--- src/gcv_pkg.sv ---
// Purpose: Shared constants for the general converter control block
// Assumes: AHB-Lite register access, 32-bit data, one word per register
// Notes:   Byte offsets decoded from haddr[7:0]
package gcv_pkg;
  // ----------------------------------------
  // Register byte offsets
  // ----------------------------------------
  localparam logic [7:0] MAIN_CONTROL_OFS = 8'h00;
  localparam logic [7:0] SECOND_CONTROL_OFS = 8'h04;
  localparam logic [7:0] CHANNEL_SELECT_OFS = 8'h08;
  localparam logic [7:0] POS_TRIM_OFS = 8'h0c;
  localparam logic [7:0] NEG_TRIM_OFS = 8'h10;
  localparam logic [7:0] INTERRUPT_CLEAR_OFS = 8'h14;
  localparam logic [7:0] RESULT_OFS = 8'h18;
  localparam logic [7:0] STATUS_OFS = 8'h1c;
  // ----------------------------------------
  // Main control fields
  // ----------------------------------------
  localparam int CTRL_ENABLE_BIT = 0;
  localparam int CTRL_START_BIT = 1;
  localparam int CTRL_CONT_BIT = 2;
  localparam int CTRL_SE_BIT = 3;
  localparam int CTRL_MUTE_BIT = 4;
  localparam int CTRL_SIGN_BIT = 5;
  localparam int CTRL_CHOP_BIT = 6;
  localparam int CTRL_W = 7;
  // ----------------------------------------
  // Second control fields
  // ----------------------------------------
  localparam int CTRL2_EXP_LSB = 0;
  localparam int EXP_W = 3;
  localparam int CTRL2_ATTN_LSB = 4;
  localparam int ATTN_W = 2;
  localparam int CTRL2_SMPL_LSB = 8;
  localparam int SMPL_W = 4;
  localparam int CTRL2_LOAD_BIT = 12;
  // ----------------------------------------
  // Data widths and reset values
  // ----------------------------------------
  localparam int SAMPLE_W = 10;
  localparam int RESULT_W = 16;
  localparam int TRIM_W = 10;
  localparam logic [TRIM_W-1:0] TRIM_RESET = 10'h200;
  localparam logic [SMPL_W-1:0] SMPL_RESET = 4'h1;
  localparam logic [1:0] CHOP_MIN_SAMPLES = 2'h2;
endpackage

--- src/gcv_avg_if.sv ---
// Purpose: Carries the averaging request and sample path between modules
// Assumes: Single clock domain
// Notes:   Top drives start, exponent, chop and sample answers, averager drives the rest
`timescale 1ns/1ns
interface gcv_avg_if;
  logic start;
  logic [gcv_pkg::EXP_W-1:0] exponent;
  logic chop;
  logic busy;
  logic done;
  logic [gcv_pkg::RESULT_W-1:0] result;
  logic smp_req;
  logic smp_odd;
  logic smp_valid;
  logic [gcv_pkg::SAMPLE_W-1:0] smp_data;
  modport ctl (output start, output exponent, output chop, output smp_valid, output smp_data,
               input busy, input done, input result, input smp_req, input smp_odd);
  modport avg (input start, input exponent, input chop, input smp_valid, input smp_data,
               output busy, output done, output result, output smp_req, output smp_odd);
endinterface

--- src/gcv_avg.sv ---
// Purpose: Collects 2^n samples and forms a 16-bit left-aligned average
// Assumes: One sample request outstanding at a time
// Notes:   Chop forces at least two samples; smp_odd flips the sign
`timescale 1ns/1ns
module gcv_avg (
  input wire logic clk,
  input wire logic rst,
  gcv_avg_if.avg bus
);
  localparam int ACC_W = gcv_pkg::SAMPLE_W + 7;
  localparam int SH_W = ACC_W + 6;

  typedef enum logic [1:0] {
    GCV_IDLE = 2'b00,
    GCV_REQ = 2'b01,
    GCV_WAIT = 2'b10
  } gcv_avg_e;

  gcv_avg_e state_q;
  logic [7:0] target_q;
  logic [7:0] idx_q;
  logic [ACC_W-1:0] acc_q;
  logic [ACC_W-1:0] acc_d;
  logic [SH_W-1:0] scaled;
  logic last;
  logic [7:0] target_d;
  logic [gcv_pkg::EXP_W-1:0] shift_d;
  logic [gcv_pkg::EXP_W-1:0] shift_q;
  logic req_q;
  logic done_q;
  logic [gcv_pkg::RESULT_W-1:0] result_q;

  assign acc_d = acc_q + ACC_W'(bus.smp_data);
  assign last = (idx_q + 8'h01) == target_q;
  assign scaled = (SH_W'(acc_d) << 6) >> shift_q;

  // Divide by the samples actually taken, so a forced chop pair cannot overflow
  always_comb begin
    target_d = 8'h01 << bus.exponent;
    shift_d = bus.exponent;
    if (bus.chop && bus.exponent == '0) begin
      target_d = 8'(gcv_pkg::CHOP_MIN_SAMPLES);
      shift_d = gcv_pkg::EXP_W'(1);
    end
  end

  // ----------------------------------------
  // Sequencing
  // ----------------------------------------
  always_ff @(posedge clk or posedge rst) begin
    if (rst) begin
      state_q <= GCV_IDLE;
    end else begin
      case (state_q)
        GCV_IDLE: if (bus.start) state_q <= GCV_REQ;
        GCV_REQ: state_q <= GCV_WAIT;
        GCV_WAIT: if (bus.smp_valid) state_q <= last ? GCV_IDLE : GCV_REQ;
        default: state_q <= GCV_IDLE;
      endcase
    end
  end

  always_ff @(posedge clk or posedge rst) begin
    if (rst) begin
      target_q <= 8'h01;
      shift_q <= '0;
      idx_q <= 8'h00;
      acc_q <= '0;
    end else if (state_q == GCV_IDLE && bus.start) begin
      target_q <= target_d;
      shift_q <= shift_d;
      idx_q <= 8'h00;
      acc_q <= '0;
    end else if (state_q == GCV_WAIT && bus.smp_valid) begin
      idx_q <= idx_q + 8'h01;
      acc_q <= acc_d;
    end
  end

  always_ff @(posedge clk or posedge rst) begin
    if (rst) begin
      req_q <= 1'b0;
      done_q <= 1'b0;
      result_q <= '0;
    end else begin
      req_q <= state_q == GCV_IDLE ? bus.start : (state_q == GCV_WAIT && bus.smp_valid && !last);
      done_q <= state_q == GCV_WAIT && bus.smp_valid && last;
      if (state_q == GCV_WAIT && bus.smp_valid && last) begin
        result_q <= scaled[gcv_pkg::RESULT_W-1:0];
      end
    end
  end

  assign bus.busy = state_q != GCV_IDLE;
  assign bus.done = done_q;
  assign bus.result = result_q;
  assign bus.smp_req = req_q;
  assign bus.smp_odd = idx_q[0];

  // ----------------------------------------
  // Checks
  // ----------------------------------------
  a_req_single_pulse: assert property (@(posedge clk) disable iff (rst)
    req_q |=> !req_q) else $error("sample request longer than one cycle");
  a_done_after_count: assert property (@(posedge clk) disable iff (rst)
    done_q |-> $past(idx_q) + 8'h01 == target_q) else $error("done before full sample count");
endmodule // gcv_avg

--- src/gcv_ctrl.sv ---
// Purpose: Register file and sequencing for the general converter
// Assumes: AHB-Lite single word transfers, zero wait states
// Notes:   Analogue front end answers each sample request with a valid pulse
//
// How it works
// - single_ended_select: 1 single-ended, 0 differential
// - Equal trims set the common-mode level
// - Load bit keeps constant regulator load on
// - Nonzero exponent averages several conversions
// - Start launches when enable is set; interrupt on completion, and start cleared then unless continuous is set
// - Any write to clear register drops interrupt
// - Result register holds completed conversion
// - Two to the exponent samples per result; two when chop is set with a zero exponent
// - Result stored 16-bit left aligned
// - Mute ties input to half reference
// - Sign invert flips offset; chop alternates it
`timescale 1ns/1ns
module gcv_ctrl #(
  parameter int CH_W = 2
) (
  input wire logic clk,
  input wire logic rst,
  input wire logic hsel,
  input wire logic [31:0] haddr,
  input wire logic [1:0] htrans,
  input wire logic hwrite,
  input wire logic [2:0] hsize,
  input wire logic [31:0] hwdata,
  input wire logic hready,
  output logic hreadyout,
  output logic hresp,
  output logic [31:0] hrdata,
  output logic afe_enable,
  output logic [CH_W-1:0] afe_channel,
  output logic afe_single_ended,
  output logic afe_mute,
  output logic afe_sign,
  output logic [gcv_pkg::ATTN_W-1:0] afe_attenuation,
  output logic [gcv_pkg::SMPL_W-1:0] afe_sampling_time,
  output logic afe_regulator_load,
  output logic [gcv_pkg::TRIM_W-1:0] afe_positive_trim,
  output logic [gcv_pkg::TRIM_W-1:0] afe_negative_trim,
  output logic afe_sample_req,
  input wire logic afe_sample_valid,
  input wire logic [gcv_pkg::SAMPLE_W-1:0] afe_sample_data,
  output logic converter_irq
);
  gcv_avg_if avg_bus ();

  logic [gcv_pkg::CTRL_W-1:0] ctrl_q;
  logic [gcv_pkg::EXP_W-1:0] exp_q;
  logic [gcv_pkg::ATTN_W-1:0] attn_q;
  logic [gcv_pkg::SMPL_W-1:0] smpl_q;
  logic load_q;
  logic [CH_W-1:0] chan_q;
  logic [gcv_pkg::TRIM_W-1:0] pos_trim_q;
  logic [gcv_pkg::TRIM_W-1:0] neg_trim_q;
  logic [gcv_pkg::RESULT_W-1:0] result_q;
  logic irq_q;
  logic wr_pend_q;
  logic [7:0] wr_addr_q;
  logic [31:0] rd_d;
  logic [31:0] rdata_q;
  logic addr_ok;
  logic launch;
  logic wr_ctrl;
  logic done;

  // ----------------------------------------
  // Bus slave
  // ----------------------------------------
  // Zero-wait slave: read data is captured during the address phase
  assign addr_ok = hsel && htrans[1] && hready;
  assign hreadyout = 1'b1;
  assign hresp = 1'b0;
  assign hrdata = rdata_q;

  always_ff @(posedge clk or posedge rst) begin
    if (rst) begin
      wr_pend_q <= 1'b0;
      wr_addr_q <= 8'h00;
    end else begin
      wr_pend_q <= addr_ok && hwrite;
      if (addr_ok) begin
        wr_addr_q <= haddr[7:0];
      end
    end
  end

  always_comb begin
    rd_d = 32'h0000_0000;
    case (haddr[7:0])
      gcv_pkg::MAIN_CONTROL_OFS: rd_d = 32'(ctrl_q);
      gcv_pkg::SECOND_CONTROL_OFS: begin
        rd_d[gcv_pkg::CTRL2_EXP_LSB +: gcv_pkg::EXP_W] = exp_q;
        rd_d[gcv_pkg::CTRL2_ATTN_LSB +: gcv_pkg::ATTN_W] = attn_q;
        rd_d[gcv_pkg::CTRL2_SMPL_LSB +: gcv_pkg::SMPL_W] = smpl_q;
        rd_d[gcv_pkg::CTRL2_LOAD_BIT] = load_q;
      end
      gcv_pkg::CHANNEL_SELECT_OFS: rd_d = 32'(chan_q);
      gcv_pkg::POS_TRIM_OFS: rd_d = 32'(pos_trim_q);
      gcv_pkg::NEG_TRIM_OFS: rd_d = 32'(neg_trim_q);
      gcv_pkg::RESULT_OFS: rd_d = 32'(result_q);
      gcv_pkg::STATUS_OFS: rd_d = {30'h0, avg_bus.busy, irq_q};
      default: rd_d = 32'h0000_0000;
    endcase
  end

  always_ff @(posedge clk or posedge rst) begin
    if (rst) begin
      rdata_q <= 32'h0000_0000;
    end else if (addr_ok && !hwrite) begin
      rdata_q <= rd_d;
    end
  end

  // ----------------------------------------
  // Configuration registers
  // ----------------------------------------
  assign wr_ctrl = wr_pend_q && wr_addr_q == gcv_pkg::MAIN_CONTROL_OFS;
  assign done = avg_bus.done;

  // Start is the only bit hardware touches; a software set beats completion
  always_ff @(posedge clk or posedge rst) begin
    if (rst) begin
      ctrl_q <= '0;
    end else if (wr_ctrl) begin
      ctrl_q <= hwdata[gcv_pkg::CTRL_W-1:0];
    end else if (done && !ctrl_q[gcv_pkg::CTRL_CONT_BIT]) begin
      ctrl_q[gcv_pkg::CTRL_START_BIT] <= 1'b0;
    end
  end

  always_ff @(posedge clk or posedge rst) begin
    if (rst) begin
      exp_q <= '0;
      attn_q <= '0;
      smpl_q <= gcv_pkg::SMPL_RESET;
      load_q <= 1'b0;
      chan_q <= '0;
    end else if (wr_pend_q && wr_addr_q == gcv_pkg::SECOND_CONTROL_OFS) begin
      exp_q <= hwdata[gcv_pkg::CTRL2_EXP_LSB +: gcv_pkg::EXP_W];
      attn_q <= hwdata[gcv_pkg::CTRL2_ATTN_LSB +: gcv_pkg::ATTN_W];
      smpl_q <= hwdata[gcv_pkg::CTRL2_SMPL_LSB +: gcv_pkg::SMPL_W];
      load_q <= hwdata[gcv_pkg::CTRL2_LOAD_BIT];
    end else if (wr_pend_q && wr_addr_q == gcv_pkg::CHANNEL_SELECT_OFS) begin
      chan_q <= hwdata[CH_W-1:0];
    end
  end

  // Trims reset to mid-scale so an untrimmed converter is centred
  always_ff @(posedge clk or posedge rst) begin
    if (rst) begin
      pos_trim_q <= gcv_pkg::TRIM_RESET;
      neg_trim_q <= gcv_pkg::TRIM_RESET;
    end else if (wr_pend_q && wr_addr_q == gcv_pkg::POS_TRIM_OFS) begin
      pos_trim_q <= hwdata[gcv_pkg::TRIM_W-1:0];
    end else if (wr_pend_q && wr_addr_q == gcv_pkg::NEG_TRIM_OFS) begin
      neg_trim_q <= hwdata[gcv_pkg::TRIM_W-1:0];
    end
  end

  // ----------------------------------------
  // Conversion sequencing
  // ----------------------------------------
  assign launch = ctrl_q[gcv_pkg::CTRL_START_BIT] && ctrl_q[gcv_pkg::CTRL_ENABLE_BIT]
                  && !avg_bus.busy && !done;
  assign avg_bus.start = launch;
  assign avg_bus.exponent = exp_q;
  assign avg_bus.chop = ctrl_q[gcv_pkg::CTRL_CHOP_BIT];
  assign avg_bus.smp_valid = afe_sample_valid;
  assign avg_bus.smp_data = afe_sample_data;

  gcv_avg u_avg (
    .clk(clk),
    .rst(rst),
    .bus(avg_bus)
  );

  always_ff @(posedge clk or posedge rst) begin
    if (rst) begin
      result_q <= '0;
    end else if (done) begin
      result_q <= avg_bus.result;
    end
  end

  // Completion sets win over a clear in the same cycle
  always_ff @(posedge clk or posedge rst) begin
    if (rst) begin
      irq_q <= 1'b0;
    end else if (done) begin
      irq_q <= 1'b1;
    end else if (wr_pend_q && wr_addr_q == gcv_pkg::INTERRUPT_CLEAR_OFS) begin
      irq_q <= 1'b0;
    end
  end

  // ----------------------------------------
  // Front-end drive
  // ----------------------------------------
  assign converter_irq = irq_q;
  assign afe_enable = ctrl_q[gcv_pkg::CTRL_ENABLE_BIT];
  assign afe_channel = chan_q;
  assign afe_single_ended = ctrl_q[gcv_pkg::CTRL_SE_BIT];
  assign afe_mute = ctrl_q[gcv_pkg::CTRL_MUTE_BIT];
  assign afe_sign = ctrl_q[gcv_pkg::CTRL_SIGN_BIT]
                    ^ (ctrl_q[gcv_pkg::CTRL_CHOP_BIT] & avg_bus.smp_odd);
  assign afe_attenuation = attn_q;
  assign afe_sampling_time = smpl_q;
  assign afe_regulator_load = load_q;
  assign afe_positive_trim = pos_trim_q;
  assign afe_negative_trim = neg_trim_q;
  assign afe_sample_req = avg_bus.smp_req;

  // ----------------------------------------
  // Checks
  // ----------------------------------------
  a_irq_on_done: assert property (@(posedge clk) disable iff (rst)
    done |=> irq_q) else $error("interrupt missing after completion");
  a_irq_clear_write: assert property (@(posedge clk) disable iff (rst)
    wr_pend_q && wr_addr_q == gcv_pkg::INTERRUPT_CLEAR_OFS && !done |=> !irq_q)
    else $error("interrupt not cleared by write");
  a_start_self_clear: assert property (@(posedge clk) disable iff (rst)
    done && !wr_ctrl && !ctrl_q[gcv_pkg::CTRL_CONT_BIT] |=> !ctrl_q[gcv_pkg::CTRL_START_BIT])
    else $error("start bit stayed set after completion");
  a_launch_busy: assert property (@(posedge clk) disable iff (rst)
    launch |=> avg_bus.busy && afe_sample_req) else $error("launch did not request a sample");
  a_result_loaded: assert property (@(posedge clk) disable iff (rst)
    done |=> result_q == $past(avg_bus.result)) else $error("result not stored on completion");
  a_trim_masked: assert property (@(posedge clk) disable iff (rst)
    wr_pend_q && wr_addr_q == gcv_pkg::POS_TRIM_OFS
    |=> afe_positive_trim == $past(hwdata[gcv_pkg::TRIM_W-1:0])) else $error("trim write lost");
  a_load_follows: assert property (@(posedge clk) disable iff (rst)
    wr_pend_q && wr_addr_q == gcv_pkg::SECOND_CONTROL_OFS
    |=> afe_regulator_load == $past(hwdata[gcv_pkg::CTRL2_LOAD_BIT]))
    else $error("regulator load bit not applied");
  a_chop_sign: assert property (@(posedge clk) disable iff (rst)
    afe_sample_req && ctrl_q[gcv_pkg::CTRL_CHOP_BIT] && avg_bus.smp_odd
    |-> afe_sign != ctrl_q[gcv_pkg::CTRL_SIGN_BIT]) else $error("chop sign not flipped");
endmodule // gcv_ctrl

--- config.mk ---
export PLATFORM = sky130hd
export DESIGN_NAME = gcv_ctrl
export DESIGN_NICKNAME = d
export VERILOG_FILES = /design/src/gcv_pkg.sv /design/src/gcv_avg_if.sv /design/src/gcv_avg.sv /design/src/gcv_ctrl.sv
export SDC_FILE = /design/constraint.sdc
export NUM_CORES = 1
export LEC_CHECK = 0
export ABC_AREA = 1
export BUFFER_PORTS_ARGS = -buffer_cell sky130_fd_sc_hd__buf_2
export CAP_MARGIN = 40
export CORE_MARGIN = 8
export CORE_UTILIZATION = 50
export DETAILED_ROUTE_END_ITERATION = 7
export GPL_TIMING_DRIVEN = 0
export HOLD_SLACK_MARGIN = 0.05
export PLACE_DENSITY = 0.83
export SYNTH_ARGS = -nofsm -noshare
export SYNTH_HDL_FRONTEND = slang
export SYNTH_SLANG_ARGS = --single-unit
--- constraint.sdc ---
create_clock -name clk -period 3.9 [get_ports clk]
set_clock_uncertainty 0.05 [all_clocks]
set_input_delay 0.195 -clock clk [delete_from_list [all_inputs] [get_ports clk]]
set_output_delay 0.195 -clock clk [all_outputs]
set_load 0.02 [all_outputs]
==> impl_metrics.json <==
{
  "status": "finished clean",
  "avgRoutedWirePerCell_um": 16.22,
  "async_flop_share_pct": 100.0,
  "layout-drive-gt1-share_pct": 14.39,
  "crit_path_end_kind": "flop",
  "vias": 7171,
  "r2r_slack_ns": 1.36,
  "initial_core_util_pct": 50.67,
  "worstSetupPathType": "reg2reg",
  "cp_slowest_stage_delay_ns": 0.40,
  "syn-cell-area_um2": 7308,
  "vias_per_cell": 5.503,
  "worstMarginPinSlew_ns": 0.7619,
  "overflow": 0,
  "required_ns": 4.17,
  "slew_viol_final": 0,
  "num_antenna_cells": 0,
  "cpMostUsedCell": "nand2_1",
  "yosysWarnings": 0,
  "p_leak_nw": 4.624,
  "yosys.area.top_type": "dfrtp_1",
  "synth_seq_cells": 137,
  "clkSlewWorstSetupHoldPaths_ns": 0.06,
  "syn_inst": 956,
  "reg2regPathDepth": 14,
  "ctsHoldBuffers": 22,
  "setup.worst_path.start_class": "flop",
  "rsz0062_at_grt": "no",
  "final_nets": 1203,
  "cts_root_buffer": "clkbuf_16",
  "worstReg2RegStart": "u_avg.acc_q[0]",
  "cts_tree": "built",
  "grt_max_degree": 41,
  "syn_to_final_growth_pct": 22.50,
  "hold_viol_final": 0,
  "cts_inserted_buffers": 17,
  "drc": 0,
  "cts.sinks": 137,
  "clk_path_buf_depth": 2,
  "synth-main-ff-cell": "dfrtp_1",
  "die_w_um": 136.9,
  "num-fill-cells": 1195,
  "yosys.area.top_type_share_pct": 45.54,
  "min_path_type": "in2reg",
  "drt_wl_total_um": 21130,
  "slew-limit-headroom_pct": 49.02,
  "grt_first_pass_wirelength_um": 34070,
  "crit_slowest_cell": "fa_1",
  "setup_viol": 0,
  "antenna_found_initial": 0,
  "fp.dieH_um": 136.9,
  "dr.pass1.iters": 6,
  "cts_max_level": 4,
  "post_cts_resized": 0,
  "cp-startpoint": "u_avg.acc_q[0]",
  "synth.area.top_cells": "dfrtp_1 46%, nand2_1 16%, nand3_1 7.9%, o21ai_0 6.4%, inv_1 5.4%",
  "critPathCapture": "u_avg.bus.result[3]",
  "arrival_ns": 2.81,
  "synth.distinct_cells": 46,
  "drt_iter0_drc": 711,
  "ir_worst_vdd_v": 0.0003716,
  "fmax_ghz": 0.3931,
  "io_pins": 154,
  "maxCapViolations": 0,
  "ant_nets": 0,
  "core_um2": 14420,
  "p_per_area_nw_per_um2": 609.9,
  "yosys-top-cells-count": "313 x nand2_1, 133 x dfrtp_1, 116 x nand3_1",
  "io_buffers": 88,
  "crit_fanout": 4,
  "avgSynthCellArea_um2": 7.645,
  "fin_tns_setup_ns": 0,
  "fp-row-count": 44,
  "min_period_ns": 2.544,
  "worstPathCellList": "ha_1 > inv_1 > fa_1 > inv_1 > nand3_1 > nand2_1 > xnor2_1 > inv_1 > nand2_1 > nand2_1 > o21ai_0 > o21ai_0 > nand2_1 > nand2_1",
  "min_period_over_period_pct": 65.23,
  "reg2reg_to": "u_avg.bus.result[3]",
  "synth.most_common_cell": "nand2_1",
  "grt_pass1_vias": 7028,
  "grt_use_total_pct": 23.02,
  "place_congestion": 0.9613,
  "insertion_delay_ns": 0.44,
  "postCtsSetupBuffers": 0,
  "synth_edf_count": 0,
  "final_core_util_pct": 62.07,
  "die-area_um2": 18740,
  "dp_hpwl_um": 15370,
  "ys_seq_area_share_pct": 46.98
}
[critical path, delay by kind of cell (launching register included)]
family | cells | cell delay [ns]
adder cells (fa/ha/maj) | 2 | 0.62
AND/OR/NAND/NOR | 6 | 0.48
AO/OA/AOI/OAI | 2 | 0.43
flip-flops | 1 | 0.36
buffers and inverters | 3 | 0.28
XOR/XNOR | 1 | 0.21
[kinds of logic (layout without fill, tap and decap cells)]
group	after synthesis	after routing	share of synthesized area [%]
xor+xnor	15	15	1.798
buf+inv	158	305	9.296
compound gates	140	140	10.77
flops	137	137	46.98
other cells	2	18	0.1028
fa+ha+maj	12	12	2.157
simple gates	488	488	28.30
mux	4	4	0.5992
[how the worst min path moves through the flow]
stage	start	endpoint	slack, ns	depth (start not counted)
floorplan	hwrite	wr_pend_q	0.25	2
global placement	hwrite	wr_pend_q	0.37	3
detailed placement	rst	u_avg.idx_q[7]	0.18	2
CTS	hwdata[4]	ctrl_q[4]	0.05	3
global route	hwdata[4]	afe_positive_trim[4]	0.09	3
finish	hwdata[4]	ctrl_q[4]	0.06	3
[routing by layer]
layer | global-route usage [%] | share of wire, % | up-vias
met5 | 0 | 0 | -
met4 | 9.716 | 2.7 | 0
met3 | 5.617 | 8.6 | 61
met2 | 38.55 | 49 | 338
met1 | 27.81 | 40 | 3392
li1 | - | - | 3380
[layout make-up]
cell class                 count  area, um2  share of cell area (%)
buffer                        49      267.8                   2.991
clock buffer                  20      456.7                   5.101
clock inverter                12      140.1                   1.565
inverter                     109      415.4                   4.640
multi-input combinational    677       3256                   36.37
sequential                   137       3433                   38.35
tap                          184      230.2                   2.572
timing repair buffer         115      753.2                   8.414
[state kept, by name (all words and copies together) (netlist names)]
register            flops
afe_sampling_time       4
afe_channel             2
afe_attenuation         2
hrdata                 16
avg_bus.exponent        3
u_avg.state_q           2
afe_regulator_load      1
wr_pend_q               1
wr_addr_q               8
afe_negative_trim      10
u_avg.acc_q            17
ctrl_q                  7
u_avg.target_q          8
u_avg.bus.result       16
u_avg.shift_q           3
result_q               16
afe_positive_trim      10
converter_irq           1
u_avg.bus.done          1
u_avg.idx_q             8
u_avg.bus.smp_req       1
[cell usage in the layout (no fill, tap or decap), drive strengths merged, types with 4 or more instances in the layout]
master and instances:
a21oi 9, and2 4, buf 115, clkbuf 47, clkinv 7, conb 18, dfrtp 133, dfstp 4
dlygate4sd3 22, ha 11, inv 109, nand2 313, nand3 118, nand4 7, nor2 33, nor3 7
o2111ai 5, o21ai 96, o22ai 11, o31ai 5, xnor2 7, xor2 8
[where the power goes]
group	switching [W]	internal [W]	leakage, nW
clock network	0.000651	0.000983	0.289
logic	0.00127	0.000619	2.65
registers	0.000226	0.00171	1.69
total	0.00215	0.00331	4.62
[through the flow]
stage / area (um2) / cells / hold slack, ns / power, W / worst slack [ns]
detailed placement: 8135 / 1249 / 0.1839 / 0.003775 / 1.429
floorplan: 7372 / 972 / 0.2512 / 0.003226 / 1.844
CTS: 8952 / 1303 / 0.05143 / 0.005427 / 1.398
global placement: 8043 / 1244 / 0.3713 / 0.003709 / 1.103
global route: 8952 / 1303 / 0.09015 / 0.005793 / 1.144
finish: 8952 / 1303 / 0.05957 / 0.005460 / 1.356
Note: power is estimated with default switching activity, not from simulation.
